File: src/core/epc_pkg.sv
// constants for the eprom programming control block
// assumes a 32-bit classic wishbone slave, word per register
package epc_pkg;
	// register indices, byte address is four times the index
	localparam logic [13:0] IDX_EPROM_PROGRAM_CONTROL = 14'h0011;
	localparam logic [13:0] IDX_OPTION = 14'h1f00;
	localparam logic [13:0] IDX_LOADER_CTL = 14'h0020;
	localparam logic [13:0] IDX_LOADER_STAT = 14'h0021;
	// programming control register fields
	localparam int EPROM_PROGRAM_CONTROL_OPT_DECODE = 7;
	localparam int EPROM_PROGRAM_CONTROL_TEST_EN = 6;
	localparam int EPROM_PROGRAM_CONTROL_DUAL_BYTE = 5;
	localparam int EPROM_PROGRAM_CONTROL_TSEL_HIGH = 4;
	localparam int EPROM_PROGRAM_CONTROL_TSEL_LOW = 3;
	localparam int EPROM_PROGRAM_CONTROL_LATCH = 2;
	localparam int EPROM_PROGRAM_CONTROL_POWER = 0;
	localparam logic [7:0] EPROM_PROGRAM_CONTROL_RESET = 8'h00;
	// bits that exist only in boot or test mode
	localparam logic [7:0] EPROM_PROGRAM_CONTROL_SPECIAL_MASK = 8'hf8;
	// option word fields
	localparam int OPT_PULLUP_HI_MSB = 7;
	localparam int OPT_PULLUP_HI_LSB = 4;
	localparam int OPT_PULLUP_23 = 3;
	localparam int OPT_PULLUP_01 = 2;
	localparam int OPT_IRQ_SENSE = 1;
	localparam int OPT_WATCHDOG = 0;
	localparam logic [7:0] OPT_ERASED = 8'h00;
	// loader control register fields
	localparam int LDR_EPROM_PROGRAM_CONTROL_IND = 0;
	localparam int LDR_VERF_IND = 1;
	localparam int LDR_UPPER_ADDR = 2;
	localparam int LDR_CNT_STEP = 3;
	localparam int LDR_CNT_RESET = 4;
	localparam logic [7:0] LDR_RESET = 8'h00;
	// dual-byte programming ignores this address bit
	localparam int DUAL_BYTE_ADDR_BIT = 4;
	// longest programming pulse
	localparam real PULSE_MAX_MS = 10.0;
	localparam real CLK_PERIOD_NS = 10.0;
	localparam int PULSE_MAX_CYCLES = int'(PULSE_MAX_MS * 1.0e6 / CLK_PERIOD_NS);
	// enabled cycles counted after reset before the synchronised pins are read
	localparam logic [1:0] SAMPLE_DELAY = 2'h3;
	typedef enum {
		FN_NONE,
		FN_EPROM_PROGRAM_CONTROL_VERIFY,
		FN_VERIFY_ONLY,
		FN_DUMP,
		FN_GATE_STRESS,
		FN_DRAIN_STRESS
	} epc_function_type;
endpackage : epc_pkg

File: src/core/epc_top.sv
// eprom programming control: loader pin decode, programming register,
// option word latch, counter and indicator drive
// assumes a classic wishbone master on core_clk and an array beside it
// How it works
// - boot mode samples three pins for loader function
// - mode pins 11 eprom_program_control/verify, 10 verify, 00 dump
// - mode 01 with sync 0 gate, 1 drain
// - drive program and verify indicators in boot
// - provide clock and reset to external counter
// - extra port pin gives upper source address
// - programming register, reset zero, bit1 reads zero
// - special bits writable and readable only in special
// - option latch mapped when decode set, io on
// - test selects act only with test enable
// - dual-byte mode ignores address bit four
// - latch blocks reads and captures array writes
// - power bit switches programming power on array
// - power sets only when latch already set
// - option word captured when reset releases
// - option bits drive pullups, irq sense, watchdog
// - erased option bits leave pullups disabled
// - watchdog option enables watchdog timer outside boot mode
// - irq option selects edge-and-level sensitivity
`timescale 1ns/1ps
module epc_top
	import epc_pkg::*;
#(
	parameter int PULSE_LIMIT = PULSE_MAX_CYCLES,
	parameter int ARRAY_AW = 13
) (
	input wire logic core_clk,
	input wire logic resetn,
	input wire logic clkEn,
	input wire logic wbCyc,
	input wire logic wbStb,
	input wire logic wbWe,
	input wire logic [15:0] wbAdr,
	input wire logic [3:0] wbSel,
	input wire logic [31:0] wbDatW,
	output logic [31:0] wbDatR,
	output logic wbAck,
	input wire logic bootMode,
	input wire logic testMode,
	input wire logic ioDecodeOff,
	input wire logic bootSyncPin,
	input wire logic modeSelectLowPin,
	input wire logic modeSelectHighPin,
	input wire logic [7:0] optionWordIn,
	input wire logic arrayWrStb,
	input wire logic [ARRAY_AW-1:0] arrayAddr,
	input wire logic [7:0] arrayWrData,
	output logic arrayReadEn,
	output logic [ARRAY_AW-1:0] progAddr,
	output logic [7:0] progData,
	output logic progAddrBit4Ignore,
	output logic programPowerOn,
	output logic [1:0] testSelect,
	output logic programIndicatorPin,
	output logic programIndicatorOe,
	output logic verifyIndicatorPin,
	output logic verifyIndicatorOe,
	output logic counterClk,
	output logic counterRst,
	output logic upperAddrLine,
	output logic [7:0] portCPullup,
	output logic irqEdgeLevel,
	output logic watchdogEnable
);

	initial begin
		if (PULSE_LIMIT < 1)
			$error("PULSE_LIMIT must be at least one cycle");
		if (ARRAY_AW <= DUAL_BYTE_ADDR_BIT)
			$error("ARRAY_AW too narrow for dual-byte bit");
	end

	logic [2:0] pinMeta_r;
	logic [2:0] pinSync_r;
	logic [1:0] sampleCnt_r;
	logic sampled_r;
	epc_function_type func_r;
	epc_function_type func_nxt;
	logic [7:0] eprom_program_control_r;
	logic [7:0] eprom_program_control_nxt;
	logic [7:0] ldr_r;
	logic [7:0] opt_r;
	logic optDone_r;
	logic [31:0] pulseCnt_r;
	logic special;
	logic optMapped;
	logic req;
	logic wrEn;
	logic [13:0] idx;
	logic [31:0] rdData;

	assign special = bootMode | testMode;
	assign req = wbCyc & wbStb & ~wbAck;
	assign idx = wbAdr[15:2];
	assign wrEn = req & wbWe & wbSel[0];
	assign optMapped = eprom_program_control_r[EPROM_PROGRAM_CONTROL_OPT_DECODE] & ~ioDecodeOff;

	// pin synchroniser, first stage read only by second
	always_ff @(posedge core_clk or negedge resetn) begin
		if (!resetn) begin
			pinMeta_r <= 3'h0;
			pinSync_r <= 3'h0;
		end else if (clkEn) begin
			pinMeta_r <= {modeSelectHighPin, modeSelectLowPin, bootSyncPin};
			pinSync_r <= pinMeta_r;
		end
	end

	// function decode of sync, high and low mode pins
	always_comb begin
		func_nxt = FN_NONE;
		case ({pinSync_r[2], pinSync_r[1]})
			2'h3: func_nxt = FN_EPROM_PROGRAM_CONTROL_VERIFY;
			2'h2: func_nxt = FN_VERIFY_ONLY;
			2'h0: func_nxt = FN_DUMP;
			2'h1: func_nxt = pinSync_r[0] ? FN_DRAIN_STRESS
				: FN_GATE_STRESS;
			default: func_nxt = FN_NONE;
		endcase
	end

	// one sample once the synchroniser has filled
	always_ff @(posedge core_clk or negedge resetn) begin
		if (!resetn) begin
			sampleCnt_r <= 2'h0;
			sampled_r <= 1'b0;
			func_r <= FN_NONE;
		end else if (clkEn && !sampled_r) begin
			if (sampleCnt_r != SAMPLE_DELAY) begin
				sampleCnt_r <= sampleCnt_r + 2'h1;
			end else begin
				sampled_r <= 1'b1;
				if (bootMode)
					func_r <= func_nxt;
			end
		end
	end

	// option word taken on the first enabled edge after release
	always_ff @(posedge core_clk or negedge resetn) begin
		if (!resetn) begin
			opt_r <= OPT_ERASED;
			optDone_r <= 1'b0;
		end else if (clkEn) begin
			if (!optDone_r) begin
				opt_r <= optionWordIn;
				optDone_r <= 1'b1;
			end else if (wrEn && idx == IDX_OPTION && optMapped
				&& testMode && !eprom_program_control_r[EPROM_PROGRAM_CONTROL_LATCH]) begin
				opt_r <= wbDatW[7:0];
			end
		end
	end

	// programming register next value
	always_comb begin
		eprom_program_control_nxt = eprom_program_control_r;
		if (wrEn && idx == IDX_EPROM_PROGRAM_CONTROL) begin
			if (special)
				eprom_program_control_nxt[7:3] = wbDatW[7:3];
			eprom_program_control_nxt[EPROM_PROGRAM_CONTROL_LATCH] = wbDatW[EPROM_PROGRAM_CONTROL_LATCH];
			// power sets only on an already latched register
			if (!wbDatW[EPROM_PROGRAM_CONTROL_POWER])
				eprom_program_control_nxt[EPROM_PROGRAM_CONTROL_POWER] = 1'b0;
			else if (eprom_program_control_r[EPROM_PROGRAM_CONTROL_LATCH])
				eprom_program_control_nxt[EPROM_PROGRAM_CONTROL_POWER] = 1'b1;
		end
		if (!eprom_program_control_nxt[EPROM_PROGRAM_CONTROL_LATCH])
			eprom_program_control_nxt[EPROM_PROGRAM_CONTROL_POWER] = 1'b0;
		// safety cut clears power once the pulse count of enabled cycles reaches the pulse limit
		if (pulseCnt_r >= 32'(PULSE_LIMIT))
			eprom_program_control_nxt[EPROM_PROGRAM_CONTROL_POWER] = 1'b0;
		if (!special)
			eprom_program_control_nxt[7:3] = 5'h00;
		eprom_program_control_nxt[1] = 1'b0;
	end

	always_ff @(posedge core_clk or negedge resetn) begin
		if (!resetn)
			eprom_program_control_r <= EPROM_PROGRAM_CONTROL_RESET;
		else if (clkEn)
			eprom_program_control_r <= eprom_program_control_nxt;
	end

	// length of the current programming pulse
	always_ff @(posedge core_clk or negedge resetn) begin
		if (!resetn)
			pulseCnt_r <= 32'h0;
		else if (clkEn) begin
			if (!eprom_program_control_r[EPROM_PROGRAM_CONTROL_POWER])
				pulseCnt_r <= 32'h0;
			else if (pulseCnt_r < 32'(PULSE_LIMIT))
				pulseCnt_r <= pulseCnt_r + 32'h1;
		end
	end

	// loader control, writable only while in boot mode
	always_ff @(posedge core_clk or negedge resetn) begin
		if (!resetn)
			ldr_r <= LDR_RESET;
		else if (clkEn) begin
			ldr_r[LDR_CNT_STEP] <= 1'b0;
			ldr_r[LDR_CNT_RESET] <= 1'b0;
			if (wrEn && idx == IDX_LOADER_CTL && bootMode)
				ldr_r <= wbDatW[7:0];
		end
	end

	// latched programming address and data
	always_ff @(posedge core_clk or negedge resetn) begin
		if (!resetn) begin
			progAddr <= '0;
			progData <= 8'h00;
		end else if (clkEn && arrayWrStb && eprom_program_control_r[EPROM_PROGRAM_CONTROL_LATCH]) begin
			progAddr <= arrayAddr;
			progData <= arrayWrData;
		end
	end

	// read multiplexer
	always_comb begin
		rdData = 32'h0;
		case (idx)
			IDX_EPROM_PROGRAM_CONTROL: rdData = {24'h0, special ? eprom_program_control_r
				: (eprom_program_control_r & ~EPROM_PROGRAM_CONTROL_SPECIAL_MASK)};
			IDX_OPTION: rdData = optMapped ? {24'h0, opt_r}
				: 32'h0;
			IDX_LOADER_CTL: rdData = {24'h0, ldr_r};
			IDX_LOADER_STAT: rdData = {24'h0, sampled_r, pinSync_r,
				4'(func_r)};
			default: rdData = 32'h0;
		endcase
	end

	// wishbone answer one cycle after the request
	always_ff @(posedge core_clk or negedge resetn) begin
		if (!resetn) begin
			wbAck <= 1'b0;
			wbDatR <= 32'h0;
		end else if (clkEn) begin
			wbAck <= req;
			if (req && !wbWe)
				wbDatR <= rdData;
		end
	end

	// registered pin and array outputs
	always_ff @(posedge core_clk or negedge resetn) begin
		if (!resetn) begin
			arrayReadEn <= 1'b1;
			progAddrBit4Ignore <= 1'b0;
			programPowerOn <= 1'b0;
			testSelect <= 2'h0;
			programIndicatorPin <= 1'b0;
			programIndicatorOe <= 1'b0;
			verifyIndicatorPin <= 1'b0;
			verifyIndicatorOe <= 1'b0;
			counterClk <= 1'b0;
			counterRst <= 1'b0;
			upperAddrLine <= 1'b0;
		end else if (clkEn) begin
			arrayReadEn <= ~eprom_program_control_r[EPROM_PROGRAM_CONTROL_LATCH];
			progAddrBit4Ignore <= eprom_program_control_r[EPROM_PROGRAM_CONTROL_DUAL_BYTE];
			programPowerOn <= eprom_program_control_r[EPROM_PROGRAM_CONTROL_POWER];
			testSelect <= eprom_program_control_r[EPROM_PROGRAM_CONTROL_TEST_EN]
				? eprom_program_control_r[EPROM_PROGRAM_CONTROL_TSEL_HIGH:EPROM_PROGRAM_CONTROL_TSEL_LOW] : 2'h0;
			programIndicatorOe <= bootMode;
			verifyIndicatorOe <= bootMode;
			programIndicatorPin <= bootMode & ldr_r[LDR_EPROM_PROGRAM_CONTROL_IND];
			verifyIndicatorPin <= bootMode & ldr_r[LDR_VERF_IND];
			counterClk <= bootMode & ldr_r[LDR_CNT_STEP];
			counterRst <= bootMode & ldr_r[LDR_CNT_RESET];
			upperAddrLine <= bootMode & ldr_r[LDR_UPPER_ADDR];
		end
	end

	// option word effects
	always_ff @(posedge core_clk or negedge resetn) begin
		if (!resetn) begin
			portCPullup <= 8'h00;
			irqEdgeLevel <= 1'b0;
			watchdogEnable <= 1'b0;
		end else if (clkEn) begin
			portCPullup[7:4] <= opt_r[OPT_PULLUP_HI_MSB:OPT_PULLUP_HI_LSB];
			portCPullup[3:2] <= {2{opt_r[OPT_PULLUP_23]}};
			portCPullup[1:0] <= {2{opt_r[OPT_PULLUP_01]}};
			irqEdgeLevel <= opt_r[OPT_IRQ_SENSE];
			// watchdog held off while the loader runs
			watchdogEnable <= opt_r[OPT_WATCHDOG] & ~bootMode;
		end
	end

endmodule : epc_top

File: config.mk
export PLATFORM = sky130hd
export DESIGN_NAME = epc_top
export DESIGN_NICKNAME = d
export VERILOG_FILES = /design/src/core/epc_pkg.sv /design/src/core/epc_top.sv
export SDC_FILE = /design/constraint.sdc
export NUM_CORES = 1
export LEC_CHECK = 0
export BUFFER_PORTS_ARGS = -buffer_cell sky130_fd_sc_hd__buf_4
export CAP_MARGIN = 20
export CORE_MARGIN = 2
export CORE_UTILIZATION = 55
export DETAILED_ROUTE_END_ITERATION = 16
export GPL_TIMING_DRIVEN = 0
export PLACE_DENSITY = 0.85
export RECOVER_POWER = 100
export SYNTH_ARGS = -nofsm -noshare
export SYNTH_HDL_FRONTEND = slang
export SYNTH_SLANG_ARGS = --single-unit
export TNS_END_PERCENT = 5
File: constraint.sdc
create_clock -name core_clk -period 3.27 [get_ports core_clk]
set_clock_uncertainty 0.1 [all_clocks]
set_input_delay 0.654 -clock core_clk [delete_from_list [all_inputs] [get_ports core_clk]]
set_output_delay 0.654 -clock core_clk [all_outputs]
set_load 0.005 [all_outputs]
==> metrics.md <==
| Metric | Value |
|---|---|
| Wire per inst | `18.16 µm` |
| Largest area contributor in the netlist | `dfrtp_1` |
| Hold Violations, Final | `0` |
| Clock tree buffer depth | `2` |
| Starting Density | `0.5620` |
| Worst Tran Pin Value | `between 1.5 and 2 ns` |
| Critical Path Start Type | `input pin` |
| First-pass GRT wire length | `23120 µm` |
| Mux cell area share after synthesis | `0.09103` |
| Clock transition at path regs | `about 0.06 ns` |
| Via Count | `between 4000 and 5000` |
| Crit path DAT | `between 3 and 4 ns` |
| Power per cell area | `518.6 nW/µm²` |
| Most common cell after layout, fill and taps aside | `dfrtp_1` |
| Synth Area in Compound Gates | `0.1241` |
| Post-Synth Simple-Gate Area | `0.1621` |
| # diodes | `0` |
| HP Class | `in -> reg` |
| Root Buffer | `clkbuf_8` |
| Synth Area per Inst | `between 10 and 15 µm²` |
| DR iter-0 viols | `between 300 and 400` |
| RSZ-0062 raised after global routing | `false` |
| Die X | `103.5 µm` |
| DIE HEIGHT | `between 100 and 150 µm` |
| Setup_tns | `0 ns` |
| Worst hold start | `modeSelectLowPin` |
| Detailed placement HPWL | `around 10000 µm` |
| Crit path kind | `in -> reg` |
| R2R cell count | `5` |
| Hold_buf cts | `0` |
| Adder-cell share of the synthesized area | `0.006897` |
| Post-CTS setup repair buffer count | `0` |
| #FFs+latches synth | `about 120` |
| TritonRoute pass-1 iters | `6` |
| Number of routed nets with antenna violations | `0` |
| CP max FO | `8` |
| Sequential share of power | `0.421` |
| Crit Reg-Reg Startpoint | `pulseCnt_r[28]$_DFFE_PN0P_` |
| Sw Ratio | `0.2532` |
| Share of post-route cells with drive strength above 1 | `0.3379` |
| Violated checks | `max-capacitance violations, max-slew violations` |
| CP Data Required Time | `roughly 3.6 ns` |
| Clock share of power | `0.501` |
| GP Congestion | `0.9367` |
| Internal power | `between 2 and 3 mW` |
| Max Cap Violations | `1` |
| Initial antenna violation count | `0` |
| Most frequent cells in the layout | `dfrtp_1 (116), buf_4 (87), clkbuf_4 (46)` |
| Pin count of the biggest net entering global routing | `between 60 and 70` |
| Number of global-route vias before repair | `4623` |
| Routed WL | `approximately 14000 µm` |
| Ranking of synthesized cells by area | `dfrtp_1 (53%), mux2_2 (9.1%), buf_4 (3.7%), o21ai_0 (2.9%), a22o_1 (1.8%)` |
| Crit. Startpoint | `wbAdr[2]` |
| CTS tree | `done` |
| Distinct cells, synth | `56` |
| Vias per cell | `approximately 5.8` |
| Nets | `between 700 and 800` |
| Slew HR | `-0.1126` |
| TritonCTS Buffers | `17` |
| Async SR Flop Fraction | `1.000` |
| YS warnings | `0` |
| GRT Overall Usage | `0.2878` |
| Sequential share of the synthesized area | `0.5382` |
| Post-synth EDFFs | `0` |
| H-tree Lvls | `4` |
| PostCTS Resize Cnt | `0` |
| Tcrit/Tclk final | `0.8589` |
| Main combinational cell family by area after synthesis | `simple AND/OR/NAND/NOR gates` |
| Status | `finished, violations left` |
| Main synth FF type | `dfrtp_1` |
| Top-area cell type share of the netlist area | `0.5333` |
| Clock sink total | `~120` |
| Static leakage | `3.417 nW` |
| Number of port buffers | `around 120` |
| Synth Instances | `485` |
| Post-Synth XOR/XNOR Area | `0.01609` |
| CP endpoint kind | `register` |
| Post-Syn Area | `about 5400 µm²` |
| Psw | `a little over 0.9 mW` |
| Hold depth | `2` |
| DRC | `0` |
| Comb power frac | `0.078` |
| Tmin final | `approximately 2.8 ns` |
| Slew Viols, Final | `67` |
| FMAX | `about 0.36 GHz` |
| Global route total overflow | `0` |
| Die area | `approximately 11000 µm²` |
| Worst-Skew Late Latency | `around 0.52 ns` |
| Core area | `9684 µm²` |
| Min Hold Slack | `0.2629 ns` |
| P&R area growth vs syn | `30.64%` |
| Core Rows | `36` |
| Final setup viols | `0` |
| Worst VDD drop | `363.8 µV` |
| # fillers | `659` |
| I/O pin total | `170` |
## cells in the mapped netlist, types with 3 or more instances
| master | n |
|---|---|
| buf_1 | 4 |
| o22ai_1 | 13 |
| xnor2_1 | 6 |
| nor2_1 | 16 |
| or2_2 | 3 |
| or3_1 | 3 |
| a221oi_1 | 3 |
| a2bb2oi_1 | 3 |
| a22o_1 | 11 |
| nor4_4 | 4 |
| and4_1 | 3 |
| clkbuf_1 | 13 |
| nand4b_1 | 3 |
| a21oi_1 | 15 |
| dfrtp_1 | 116 |
| and2_1 | 15 |
| and3_1 | 12 |
| or4_1 | 6 |
| o31ai_1 | 3 |
| o21ai_0 | 32 |
| nor3_1 | 8 |
| mux2_2 | 44 |
| xor2_1 | 4 |
| ha_1 | 3 |
| nand4_1 | 6 |
| inv_1 | 16 |
| nand2b_1 | 4 |
| buf_4 | 27 |
| a211oi_1 | 4 |
| nand3_1 | 19 |
| nand2_1 | 22 |
| o21ai_1 | 6 |
| nor4_1 | 9 |
## layer usage
metal	routed length (µm)	up-vias	track usage
met1	5745	2254	0.3826
met3	1201	33	0.06048
met2	7016	249	0.4536
met5	0	-	0
li1	-	2057	-
met4	383	0	0.1387
## critical path: stages
cell and delay [ns]:
clkbuf_4 0.11, or4_1 0.58, nor4_1 0.84, and2_0 0.22
clkbuf_1 0.31, a222oi_1 0.22, o21ai_0 0.21
## logic make-up (layout without fill, tap and decap cells)
kind of cell | count (synthesis) | count (layout)
buffers and inverters | 61 | 210
and+or+nand+nor | 144 | 144
muxes | 44 | 44
xor gates and xnor gates | 10 | 10
other | 1 | 24
adders and majority gates | 3 | 3
AOI/OAI and AO/OA | 105 | 105
DFF | 117 | 117
## layout make-up
class,instances,area [µm²],share of cell area
multi-input cells,330,2236,0.3144
flip-flops and latches,117,2929,0.4119
clock buffers,17,414.1,0.05824
inverters,16,60.06,0.008446
plain buffers,45,270.3,0.03801
repair buffers,117,863.3,0.1214
well taps,133,166.4,0.02340
clock inverters,15,171.4,0.02411
## metrics by stage
| stage | worst slack [ns] | area (µm²) | total power, mW | std cells | utilization |
|---|---|---|---|---|---|
| 6_report | 0.4613 | 7111 | 3.687 | 790 | 0.7342 |
| 5_1_grt | 0.3490 | 7111 | 3.795 | 790 | 0.7342 |
| 4_1_cts | 0.7724 | 7172 | 3.696 | 789 | 0.7406 |
| 3_5_place_dp | 0.4419 | 6586 | 1.855 | 757 | 0.6801 |
| 3_3_place_gp | 0.4176 | 6559 | 1.837 | 756 | 0.6773 |
| 2_1_floorplan | 0.8397 | 5529 | 1.692 | 508 | - |
## final timing paths
| check | to | slack (ns) |
|---|---|---|
| max | wbDatR[1]$_DFFE_PN0P_ | 0.46 |
| min | pinMeta_r[1]$_DFFE_PN0P_ | 0.26 |
| max reg2reg | pulseCnt_r[13]$_DFFE_PN0P_ | 0.70 |
| min reg2reg | pulseCnt_r[29]$_DFFE_PN0P_ | 0.39 |
| max in group asynchronous | arrayReadEn$_DFFE_PN1P_ | 1.58 |
| min in group asynchronous | portCPullup[7]$_DFFE_PN0P_ | 0.46 |
## registers in the layout, indices dropped and copies added, names as in the netlist, 6 cells and up
register                 cells
progData                     8
eprom_program_control_r      7
progAddr                    13
portCPullup                  6
ldr_r                        8
opt_r                        8
wbDatR                       8
pulseCnt_r                  32
## power by group through the flow
stage / combinational [mW] / sequential (mW) / clock, mW
detailed placement: 0.280 / 1.58 / 0
global placement: 0.266 / 1.57 / 0
finish: 0.286 / 1.55 / 1.85
floorplan: 0.133 / 1.56 / 0
CTS: 0.290 / 1.55 / 1.85
global route: 0.322 / 1.56 / 1.91
Power figures use the tool's default switching activity.
